`src/hdl/wpt_defines.svh`:
```
// timing counts, field widths and reset values of the phase sequencer
`ifndef WPT_DEFINES_SVH
`define WPT_DEFINES_SVH

`define WPT_CLK_PERIOD_NS   20
`define WPT_PING_TIME_US    65
`define WPT_PING_CYC        ((`WPT_PING_TIME_US * 1000) / `WPT_CLK_PERIOD_NS)
`define WPT_CEP_TIMEOUT_MS  1800
`define WPT_CEP_CYC         ((`WPT_CEP_TIMEOUT_MS * 1000000) / `WPT_CLK_PERIOD_NS)
`define WPT_BRIDGE_LOW      8'h10
`define WPT_BRIDGE_PING     8'h50
`define WPT_BRIDGE_OFF      8'h00
`define WPT_CAP_LOW_MW      16'h1388
`define WPT_PW              16

`endif

```
`src/hdl/wpt_pkg.sv`:
```
// types of the wireless power phase sequencer
package wpt_pkg;
   typedef enum logic [3:0] {
      WPT_SELECT, WPT_PING, WPT_IDCFG, WPT_NEGO, WPT_CALIB, WPT_POWER
   } wpt_phase_t;

   typedef enum logic [1:0] {
      WPT_PROF_BASIC, WPT_PROF_EXT, WPT_PROF_MAG
   } wpt_prof_t;

   // decoded receiver packet events, one-cycle pulses
   typedef struct packed {
      logic        ssp;        // signal strength packet
      logic        cfg;        // configuration done
      logic        ext;        // receiver is extended profile
      logic        mag;        // receiver is magnetic profile
      logic [15:0] max_pwr;    // maximum required output power
      logic        nego_req;   // negotiation requested
      logic        nreq;       // contract adjust request
      logic [15:0] nreq_pwr;   // requested power
      logic        nego_end;   // negotiation finished
      logic        cal_req;    // calibration requested
      logic        cal_pt;     // calibration load point reported
      logic        cep;        // control error packet
      logic        ept;        // end power transmit
      logic        auth_ok;    // authentication succeeded
   } wpt_rx_t;

   typedef struct packed {
      wpt_phase_t  phase;
      wpt_prof_t   prof;
      logic [7:0]  bridge;
      logic        ping_on;
      logic [31:0] cnt;
      logic [15:0] contract;
      logic [15:0] cap;
      logic        authed;
      logic        alarm;
      logic        ack;
      logic        grant;
      logic        deny;
      logic [1:0]  cal_n;
      logic [15:0] loss0;
      logic [15:0] loss1;
      logic        fo;
   } wpt_state_t;
endpackage

```
`src/hdl/wpt_phase_ctrl.sv`:
```
// phase sequencer of an inductive wireless power transmitter
`timescale 1ns/10ps
`default_nettype none
`include "wpt_defines.svh"

// How it works
// - selection senses objects with low energy probes
// - analog ping energy kept below receiver wake
// - selection commands low bridge supply voltage
// - digital ping has fixed magnitude and length
// - ping ends on silence or strength packet
// - valid strength packet extends ping, go identify
// - classify basic, extended or magnetic, remember it
// - capture max power, form transfer contract
// - basic profile goes straight to power
// - extended enters negotiation only on request
// - each negotiation request granted or denied, unless the quality factor check fails in that cycle
// - extended: compare reported and own quality factor
// - low own quality factor: alarm, reselect
// - calibration request acknowledged, then calibrate
// - measure losses at two load points, store
// - stored loss data detects foreign objects
// - basic profile skips negotiation and calibration
// - operating profile follows receiver capability
// - after calibration cap low until authenticated
// - no control error packet in time: withdraw
// - end power packet stops transfer at once
module wpt_phase_ctrl import wpt_pkg::*; #(
   parameter int unsigned PING_CYC = `WPT_PING_CYC,
   parameter int unsigned CEP_CYC  = `WPT_CEP_CYC,
   parameter logic [15:0] LOSS_TOL = 16'h01F4
) (
   input  wire logic        i_clk_sys,    // 50 MHz system clock
   input  wire logic        i_arst_n,     // async reset, active low
   input  wire logic        i_obj_seen,   // low energy probe saw change
   input  wire logic [15:0] i_q_own,      // own coil quality factor
   input  wire logic [15:0] i_q_min,      // own quality factor floor
   input  wire logic [15:0] i_q_rx,       // receiver reported quality
   input  wire logic [15:0] i_tx_pwr,     // transmitted power, mW
   input  wire logic [15:0] i_rx_pwr,     // received power, mW
   input  wire wpt_rx_t     i_rx,         // decoded receiver packets
   output logic [3:0]       o_phase,      // current phase
   output logic [1:0]       o_profile,    // operating profile
   output logic [7:0]       o_bridge_supply_voltage, // bridge setting
   output logic             o_ping_on,    // digital ping power on
   output logic             o_power_on,   // power transfer on
   output logic [15:0]      o_pwr_limit,  // delivered power limit
   output logic             o_quality_factor_object_alarm, // sticky
   output logic             o_cal_ack,    // calibration acknowledge
   output logic             o_grant,      // negotiation grant pulse
   output logic             o_deny,       // negotiation deny pulse
   output logic             o_fo_alarm    // foreign object found
);

   wpt_state_t st_ff;
   wpt_state_t nxt_st;
   logic [15:0] loss_now;
   logic [15:0] loss_ref;

   // measured loss versus calibrated baseline
   assign loss_now = (i_tx_pwr > i_rx_pwr) ? 16'(i_tx_pwr - i_rx_pwr)
                                           : 16'h0000;
   assign loss_ref = 16'(st_ff.loss0 + LOSS_TOL);

   // ========================================================
   // next state
   always_comb begin
      nxt_st       = st_ff;
      nxt_st.ack   = 1'b0;
      nxt_st.grant = 1'b0;
      nxt_st.deny  = 1'b0;
      nxt_st.cnt   = st_ff.cnt + 32'h0000_0001;
      case (st_ff.phase)
         WPT_SELECT: begin
            // only low probes run here, power never sent
            nxt_st.bridge  = `WPT_BRIDGE_LOW;
            nxt_st.ping_on = 1'b0;
            nxt_st.fo      = 1'b0;
            if (i_obj_seen) begin
               // ping power starts with the phase, so its length is exact
               nxt_st.phase   = WPT_PING;
               nxt_st.bridge  = `WPT_BRIDGE_PING;
               nxt_st.ping_on = 1'b1;
               nxt_st.cnt     = 32'h0000_0000;
               nxt_st.alarm   = 1'b0;
               nxt_st.authed  = 1'b0;
               nxt_st.cal_n   = 2'h0;
            end
         end
         WPT_PING: begin
            nxt_st.bridge  = `WPT_BRIDGE_PING;
            nxt_st.ping_on = 1'b1;
            if (i_rx.ssp) begin
               // ping stays on past its normal length
               nxt_st.phase = WPT_IDCFG;
               nxt_st.cnt   = 32'h0000_0000;
            end else if (st_ff.cnt >= PING_CYC - 1) begin
               nxt_st.phase   = WPT_SELECT;
               nxt_st.bridge  = `WPT_BRIDGE_LOW;
               nxt_st.ping_on = 1'b0;
            end
         end
         WPT_IDCFG: begin
            if (i_rx.cfg) begin
               // profile follows receiver capability
               nxt_st.prof = i_rx.mag ? WPT_PROF_MAG :
                             i_rx.ext ? WPT_PROF_EXT :
                                        WPT_PROF_BASIC;
               nxt_st.contract = i_rx.max_pwr;
               nxt_st.cap      = i_rx.max_pwr;
               if (!i_rx.ext && !i_rx.mag) begin
                  nxt_st.phase = WPT_POWER;
                  nxt_st.cnt   = 32'h0000_0000;
               end
            end else if (st_ff.prof != WPT_PROF_BASIC && i_rx.nego_req) begin
               nxt_st.phase = WPT_NEGO;
            end
         end
         WPT_NEGO: begin
            if (i_q_own < i_q_min || i_q_own < i_q_rx) begin
               nxt_st.alarm   = 1'b1;
               nxt_st.phase   = WPT_SELECT;
               nxt_st.bridge  = `WPT_BRIDGE_LOW;
               nxt_st.ping_on = 1'b0;
            end else if (i_rx.nreq) begin
               // grant only what the contract can carry
               if (i_rx.nreq_pwr <= st_ff.contract) begin
                  nxt_st.grant = 1'b1;
                  nxt_st.cap   = i_rx.nreq_pwr;
               end else begin
                  nxt_st.deny = 1'b1;
               end
            end else if (i_rx.cal_req) begin
               nxt_st.ack   = 1'b1;
               nxt_st.phase = WPT_CALIB;
               nxt_st.cal_n = 2'h0;
            end
         end
         WPT_CALIB: begin
            if (i_rx.cal_pt) begin
               if (st_ff.cal_n == 2'h0) begin
                  nxt_st.loss0 = loss_now;
               end else begin
                  nxt_st.loss1 = loss_now;
                  nxt_st.phase = WPT_POWER;
                  nxt_st.cnt   = 32'h0000_0000;
               end
               nxt_st.cal_n = st_ff.cal_n + 2'h1;
            end
         end
         WPT_POWER: begin
            if (i_rx.auth_ok && st_ff.cal_n == 2'h2) begin
               nxt_st.authed = 1'b1;
            end
            if (i_rx.cep) begin
               nxt_st.cnt = 32'h0000_0000;
            end
            if (st_ff.cal_n == 2'h2 && loss_now > loss_ref) begin
               nxt_st.fo = 1'b1;
            end
            if (i_rx.ept || st_ff.fo ||
                (!i_rx.cep && st_ff.cnt >= CEP_CYC - 1)) begin
               nxt_st.phase   = WPT_SELECT;
               nxt_st.bridge  = `WPT_BRIDGE_LOW;
               nxt_st.ping_on = 1'b0;
               nxt_st.prof    = WPT_PROF_BASIC;
            end
         end
         default: begin
            nxt_st.phase = WPT_SELECT;
         end
      endcase
   end

   // ========================================================
   // state register; reset lands in selection at low bridge
   always_ff @(posedge i_clk_sys or negedge i_arst_n) begin
      if (!i_arst_n) begin
         st_ff <= '{phase: WPT_SELECT, prof: WPT_PROF_BASIC,
                    bridge: `WPT_BRIDGE_LOW, default: '0};
      end else begin
         st_ff <= nxt_st;
      end
   end

   // outputs come straight from state flops, except limit and power-on, registered here from nxt_st
   logic [15:0] lim_ff;
   logic        pwr_ff;
   always_ff @(posedge i_clk_sys or negedge i_arst_n) begin
      if (!i_arst_n) begin
         lim_ff <= 16'h0000;
         pwr_ff <= 1'b0;
      end else begin
         pwr_ff <= (nxt_st.phase == WPT_POWER);
         // extended receivers stay capped until authenticated
         if (nxt_st.phase != WPT_POWER) begin
            lim_ff <= 16'h0000;
         end else if (nxt_st.cal_n == 2'h2 && !nxt_st.authed) begin
            lim_ff <= (nxt_st.cap < `WPT_CAP_LOW_MW) ? nxt_st.cap
                                                      : `WPT_CAP_LOW_MW;
         end else begin
            lim_ff <= nxt_st.cap;
         end
      end
   end

   assign o_phase                       = st_ff.phase;
   assign o_profile                     = st_ff.prof;
   assign o_bridge_supply_voltage       = st_ff.bridge;
   assign o_ping_on                     = st_ff.ping_on;
   assign o_power_on                    = pwr_ff;
   assign o_pwr_limit                   = lim_ff;
   assign o_quality_factor_object_alarm = st_ff.alarm;
   assign o_cal_ack                     = st_ff.ack;
   assign o_grant                       = st_ff.grant;
   assign o_deny                        = st_ff.deny;
   assign o_fo_alarm                    = st_ff.fo;
endmodule
`default_nettype wire

```
`config.mk`:
```
export PLATFORM = sky130hd
export DESIGN_NAME = wpt_phase_ctrl
export DESIGN_NICKNAME = d
export VERILOG_FILES = /design/src/hdl/wpt_pkg.sv /design/src/hdl/wpt_phase_ctrl.sv
export VERILOG_INCLUDE_DIRS = /design/src /design/src/hdl
export SDC_FILE = /design/constraint.sdc
export NUM_CORES = 1
export LEC_CHECK = 0
export ABC_CLOCK_PERIOD_IN_PS = 6300
export BUFFER_PORTS_ARGS = -buffer_cell sky130_fd_sc_hd__buf_2
export CORE_ASPECT_RATIO = 1.5
export CORE_MARGIN = 3
export CORE_UTILIZATION = 44
export CTS_CLUSTER_DIAMETER = 50
export DETAILED_ROUTE_END_ITERATION = 16
export GPL_ROUTABILITY_DRIVEN = 0
export PLACE_DENSITY = 0.65
export SYNTH_ARGS = -nofsm -noshare
export SYNTH_HDL_FRONTEND = slang
export SYNTH_SLANG_ARGS = --single-unit
```
`constraint.sdc`:
```
create_clock -name i_clk_sys -period 6.3 [get_ports i_clk_sys]
set_input_delay 0.315 -clock i_clk_sys [delete_from_list [all_inputs] [get_ports i_clk_sys]]
set_output_delay 0.315 -clock i_clk_sys [all_outputs]
set_load 0.01 [all_outputs]
```
# Yosys cells after proc, flatten, opt, wreduce, memory -nomap -nowiden
# Cells that the tools add are included.
[totals]
input_bits = 127
wordCells = 130
reg_bits = 136
[op_classes]
reduce_logical = 27
eq_ne = 14
mux = 58
n_lt_le_gt_ge = 8
n_addsub = 4
bitwise = 1
[op_table]
columns = ["operator", "count"]
rows = [
  ["two-way mux 32 bit", 5],
  ["case mux 32 bit (5 select lines)", 1],
  ["two-way mux 16 bit", 9],
  ["two-way mux 64 bit", 1],
  ["two-way mux 4 bit", 11],
  ["two-way mux 40 bit", 1],
  ["case mux 9 bit (4 select lines)", 1],
  ["two-way mux 34 bit", 1],
  ["adder 32 x 1 -> 32 bit (second input constant)", 1],
  [">= comparator 32 x 12 -> 1 bit (second input constant)", 1],
  [">= comparator 32 x 27 -> 1 bit (second input constant)", 1],
  ["> comparator 16 bit", 2],
  ["less-than comparator 16 bit", 2],
  ["case mux 16 bit (2 select lines)", 1],
  ["case mux 4 bit (6 select lines)", 1],
  ["adder 16 x 9 -> 16 bit (second input constant)", 1],
  ["less-or-equal comparator 16 bit", 1],
  ["less-than comparator 16 x 13 -> 1 bit (second input constant)", 1],
  ["two-way mux 8 bit", 2],
  ["subtractor 16 bit", 1],
  ["two-way mux 15 bit", 1],
  ["AND reduction 3 bit", 5],
  ["two-way mux 2 bit", 7],
  ["== test 4 x 3 -> 1 bit (second input constant)", 3],
  ["other kinds (22)", 51],
]

# Depth between registers and ports, before layout
[depth]
ltp_word = 9
ltp_mapped = 24

# Worst setup path before layout
# No wires, ideal clock.
[synth_path]
path_kind = "input to register"
startpoint = "in i_tx_pwr[0]"
endpoint = "reg st_ff, in the netlist o_fo_alarm"
arrival_ps = 3886
stages = 24
t_required_ps = 6179
path_buffers = 1
slack_ps = 2293
path_cell_list = "inv_1 > ha_1 > inv_1 > fa_1 > a21o_1 > a21o_1 > a21oi_1 > o21ai_0 > a2111oi_0 > or2_2 > o21ai_0 > nand2b_1 > clkbuf_1 > nor2_1 > ha_1 > a21oi_1 > nor2b_1 > o21ai_0 > nand2b_1 > a21oi_1 > nor2b_1 > o21ai_0 > o211ai_1 > a22o_1"
[synth_via]
elab_chain_cells = 6
[synth_rtl]
columns = ["item", "line", "source"]
rows = [
  ["start, declared", "wpt_phase_ctrl.sv:39", "input wire logic [15:0] i_tx_pwr,"],
  ["subtractor 16 bit or > comparator 16 bit (tied branches)", "wpt_phase_ctrl.sv:61", "assign loss_now = (i_tx_pwr > i_rx_pwr) ? 16'(i_tx_pwr - i_rx_pwr)"],
  ["two-way mux 16 bit (*)", "wpt_phase_ctrl.sv:61", ""],
  ["via loss_now[9]", "wpt_phase_ctrl.sv:57", "logic [15:0] loss_now;"],
  ["> comparator 16 bit (*)", "wpt_phase_ctrl.sv:158", "if (st_ff.cal_n == 2'h2 && loss_now > loss_ref) begin"],
  ["logical AND 1 bit (*)", "wpt_phase_ctrl.sv:158", ""],
  ["inequality test 2 bit (no source line) (*)", "-", ""],
  ["AND reduction 2 bit (no source line) (*)", "-", ""],
  ["end signal, assigned", "wpt_phase_ctrl.sv:179", "st_ff <= '{phase: WPT_SELECT, prof: WPT_PROF_BASIC,"],
  ["end signal, assigned", "wpt_phase_ctrl.sv:182", "st_ff <= nxt_st;"],
  ["end, declared", "wpt_phase_ctrl.sv:55", "wpt_state_t st_ff;"],
]
# Mark *: on every way through the listed nets, which the timed path passes. The rest lies on a longest branch.
# A chain may end at the register's enable or synchronous reset.

# Worst setup path in the final report
# Ends and elaborated chain as after synthesis.

==> results.py <==
metrics = {
    "worst_setup_path": {
        "crit_slowest_cell": "fa_1",
        "crit_fanout": 12,
        "path_cells": "buf_2 > inv_1 > ha_1 > inv_1 > fa_1 > a21o_1 > a21o_1 > a21oi_1 > o21ai_0 > a2111oi_0 > or2_2 > o21ai_0 > nand2b_1 > nor2_1 > ha_1 > a21oi_1 > nor2b_1 > o21ai_0 > nand2b_1 > a21oi_1 > nor2b_1 > o21ai_0 > o211ai_1 > a22o_1",
        "slowest_delay_ps": 390,
        "critPathCapture": "o_fo_alarm$_DFFE_PN0P_",
        "regToRegStartpoint": "o_phase[2]$_DFF_PN0_",
        "cp-startpoint": "i_tx_pwr[0]",
        "cp.arrival_ps": 4440,
        "rr_worst_depth": 9,
        "path_buf_inv": 3,
        "worstPathRequired_ps": 6600,
        "critical-path-top-delay-family": "compound AO/OA/AOI/OAI gates",
        "cp_common_cell": "o21ai_0",
        "r2r_end": "o_pwr_limit[5]$_DFF_PN0_",
        "r2r_slack_ps": 2630,
        "worstSetupStartpointType": "primary input",
        "end_kind": "flip-flop",
        "cp.depth": 24,
        "critical_path_class": "primary input to flip-flop",
    },
    "grt": {
        "met2_usage": 0.348,
        "grt_pass1_vias": 7077,
        "grt_pass1_wl_mm": 32.9,
        "grt.total_usage": 0.201,
        "top_usage_layer": "met2",
        "grt-ovfl-total": 0,
        "antenna_found_initial": 2,
        "grt_max_degree": 73,
        "grt_util_met3": 0.0455,
        "grtUsageMet1": 0.240,
    },
    "timing": {
        "setup_viol": 0,
        "finClkSkew_ps": 11.5,
        "tightestPinTransition_ps": 1070,
        "slew_viol_final": 0,
        "period_share": 0.657,
        "tns_ps": 0,
        "final.min_clock_period_ps": 4140,
        "rsz0062_at_grt": "false",
        "hold_viol": 0,
        "hold_ws_ps": 7.26,
        "maxSlewHeadroom": 0.283,
        "fmax_ghz": 0.242,
    },
    "yosys": {
        "synth_ff_type": "dfrtp_1",
        "syn_inst": 937,
        "ys_seq_area_frac": 0.346,
        "syn_area_mm2": 0.00817,
        "syn_area_per_cell_um2": 8.72,
        "yosysWarnings": 0,
        "synth-edff-count": 0,
        "synth_seq_cells": 113,
        "async_flop_share": 1.00,
        "synth_cell_types": 72,
    },
    "floorplan": {
        "initial_utilization": 0.452,
        "dieWidth_um": 117,
        "core-area_mm2": 0.0181,
        "rows": 60,
        "design.die.area_mm2": 0.0203,
        "die_h_um": 173,
        "io_pins": 164,
    },
    "pwr": {
        "p_leak_nw": 4.89,
        "fin_total_pwr_w": 0.00239,
        "power_density_mw_per_mm2": 245,
        "ir_drop_mv": 0.178,
    },
    "cts": {
        "cts_num_sinks": 113,
        "clk_pin_slew_ps": 50,
        "cts_tree": "done",
        "postCtsSetupRepairBufs": 0,
        "htree_levels": 4,
        "post_cts_resized": 0,
        "numCtsBuffers": 17,
        "clk_latency_ps": 420,
        "postCtsHoldBufs": 0,
        "cts_buffer_depth": 2,
        "cts_root_buffer": "clkbuf_16",
    },
    "routing": {
        "wire_per_inst_um": 14.9,
        "drt_iter0_markers": 314,
        "postRouteAntennaNets": 0,
        "routed_wl_mm": 20.1,
        "drt-pass1-iter-count": 5,
        "post-route-drc-count": 0,
        "vias_per_cell": 5.33,
        "num_vias": 7168,
    },
    "layout": {
        "nNetsFinal": 1296,
        "syn2layout_area_growth_pct": 19.0,
        "mostFrequentLayoutCell": "buf_2",
        "final_cell_mix": "buf_2, dfrtp_1, nand2_1",
        "antenna_cells": 0,
        "stdcell_count": 1345,
        "drive_gt1_frac": 0.210,
    },
    "placement": {
        "placed_cells": 1313,
        "portBuffers": 156,
        "post-dp-hpwl_mm": 15.5,
    },
    "status": {
        "status": "completed",
    },
    "hold_path": {
        "min-delay-path-class": "primary input to asynchronous set/reset pin",
    },
    "run": {
        "drv_cap": 0,
    },
}
synth_stat cells, drive strengths merged (13+ instances only):
cell    count  area share
dfrtp     112        0.34
nand2      92       0.042
ha         84        0.13
nor2       81       0.037
inv        80       0.037
a21oi      53       0.034
o21ai      53       0.033
nand3      31       0.019
nor2b      27       0.021
xor2       26       0.028
xnor2      25       0.027
and3       22       0.017
clkbuf     22       0.010
buf        17       0.015
nand4      17       0.014
a31oi      15       0.011
mux2       13       0.018
nand2b     13       0.010
nor3       13      0.0080
power breakdown:
group	switching [W]	internal [W]
Combinational	0.000327	0.000244
Sequential	0.0000434	0.000802
Clock	0.000379	0.000592
Total	0.000749	0.00164
how the worst min path moves through the flow:
stage	start	to	slack, ps
floorplan	i_arst_n	o_bridge_supply_voltage[6]$_DFFE_PN0P_	20
global placement	st_ff[17]$_DFFE_PN0P_	st_ff[17]$_DFFE_PN0P_	470
detailed placement	st_ff[17]$_DFFE_PN0P_	st_ff[17]$_DFFE_PN0P_	480
CTS	i_arst_n	o_pwr_limit[2]$_DFF_PN0_	60
global route	i_arst_n	o_pwr_limit[2]$_DFF_PN0_	100
finish	i_arst_n	o_pwr_limit[2]$_DFF_PN0_	7
logic make-up (layout without fill, tap and decap cells):
| logic type | Yosys count | count (layout) | share of synthesized area |
|---|---|---|---|
| and+or+nand+nor | 340 | 340 | 0.206 |
| DFF | 113 | 113 | 0.346 |
| adders and majority gates | 85 | 85 | 0.131 |
| xor gates and xnor gates | 51 | 51 | 0.0547 |
| AOI/OAI and AO/OA | 211 | 211 | 0.178 |
| buffers and inverters | 119 | 273 | 0.0615 |
| other | 1 | 7 | 0.000459 |
| muxes | 17 | 17 | 0.0228 |
routing by layer:
| metal | wire, um | share of wire |
|---|---|---|
| met1 | 8170 | 0.41 |
| met3 | 1180 | 0.059 |
| met4 | 467 | 0.023 |
| met5 | 31 | 0.0015 |
| met2 | 10200 | 0.51 |
final cells by class:
cell class | instances | area (um^2)
inverters | 80 | 300
clock buffers | 17 | 425
multi-input cells | 711 | 4870
flip-flops and latches | 113 | 2830
clock inverters | 15 | 173
fillers | 1703 | 8370
repair buffers | 161 | 821
well taps | 248 | 310
state kept, by name (all words and copies together) (netlist names), 2 cells and up:
| name | flops |
|---|---|
| o_bridge_supply_voltage | 2 |
| o_phase | 4 |
| o_profile | 2 |
| o_pwr_limit | 16 |
| st_ff | 83 |
metrics by stage:
stage | setup WS (ps) | util | instance area (um^2)
floorplan | 2290 | - | 8200
global placement | 1830 | 0.505 | 9130
detailed placement | 1770 | 0.505 | 9130
CTS | 2200 | 0.538 | 9730
global route | 1570 | 0.538 | 9730
finish | 2160 | 0.538 | 9730
worst reg2reg max path, cell delays in order (launching register included):
cell and delay, ps:
dfrtp_1 530, nor2_1 380, nand2_1 380, nor2_1 930
o21ai_0 220, mux2i_1 230, a2bb2oi_1 390, o41ai_4 110
o211ai_4 250, nor2b_1 110
Power figures use the tool's default switching activity.
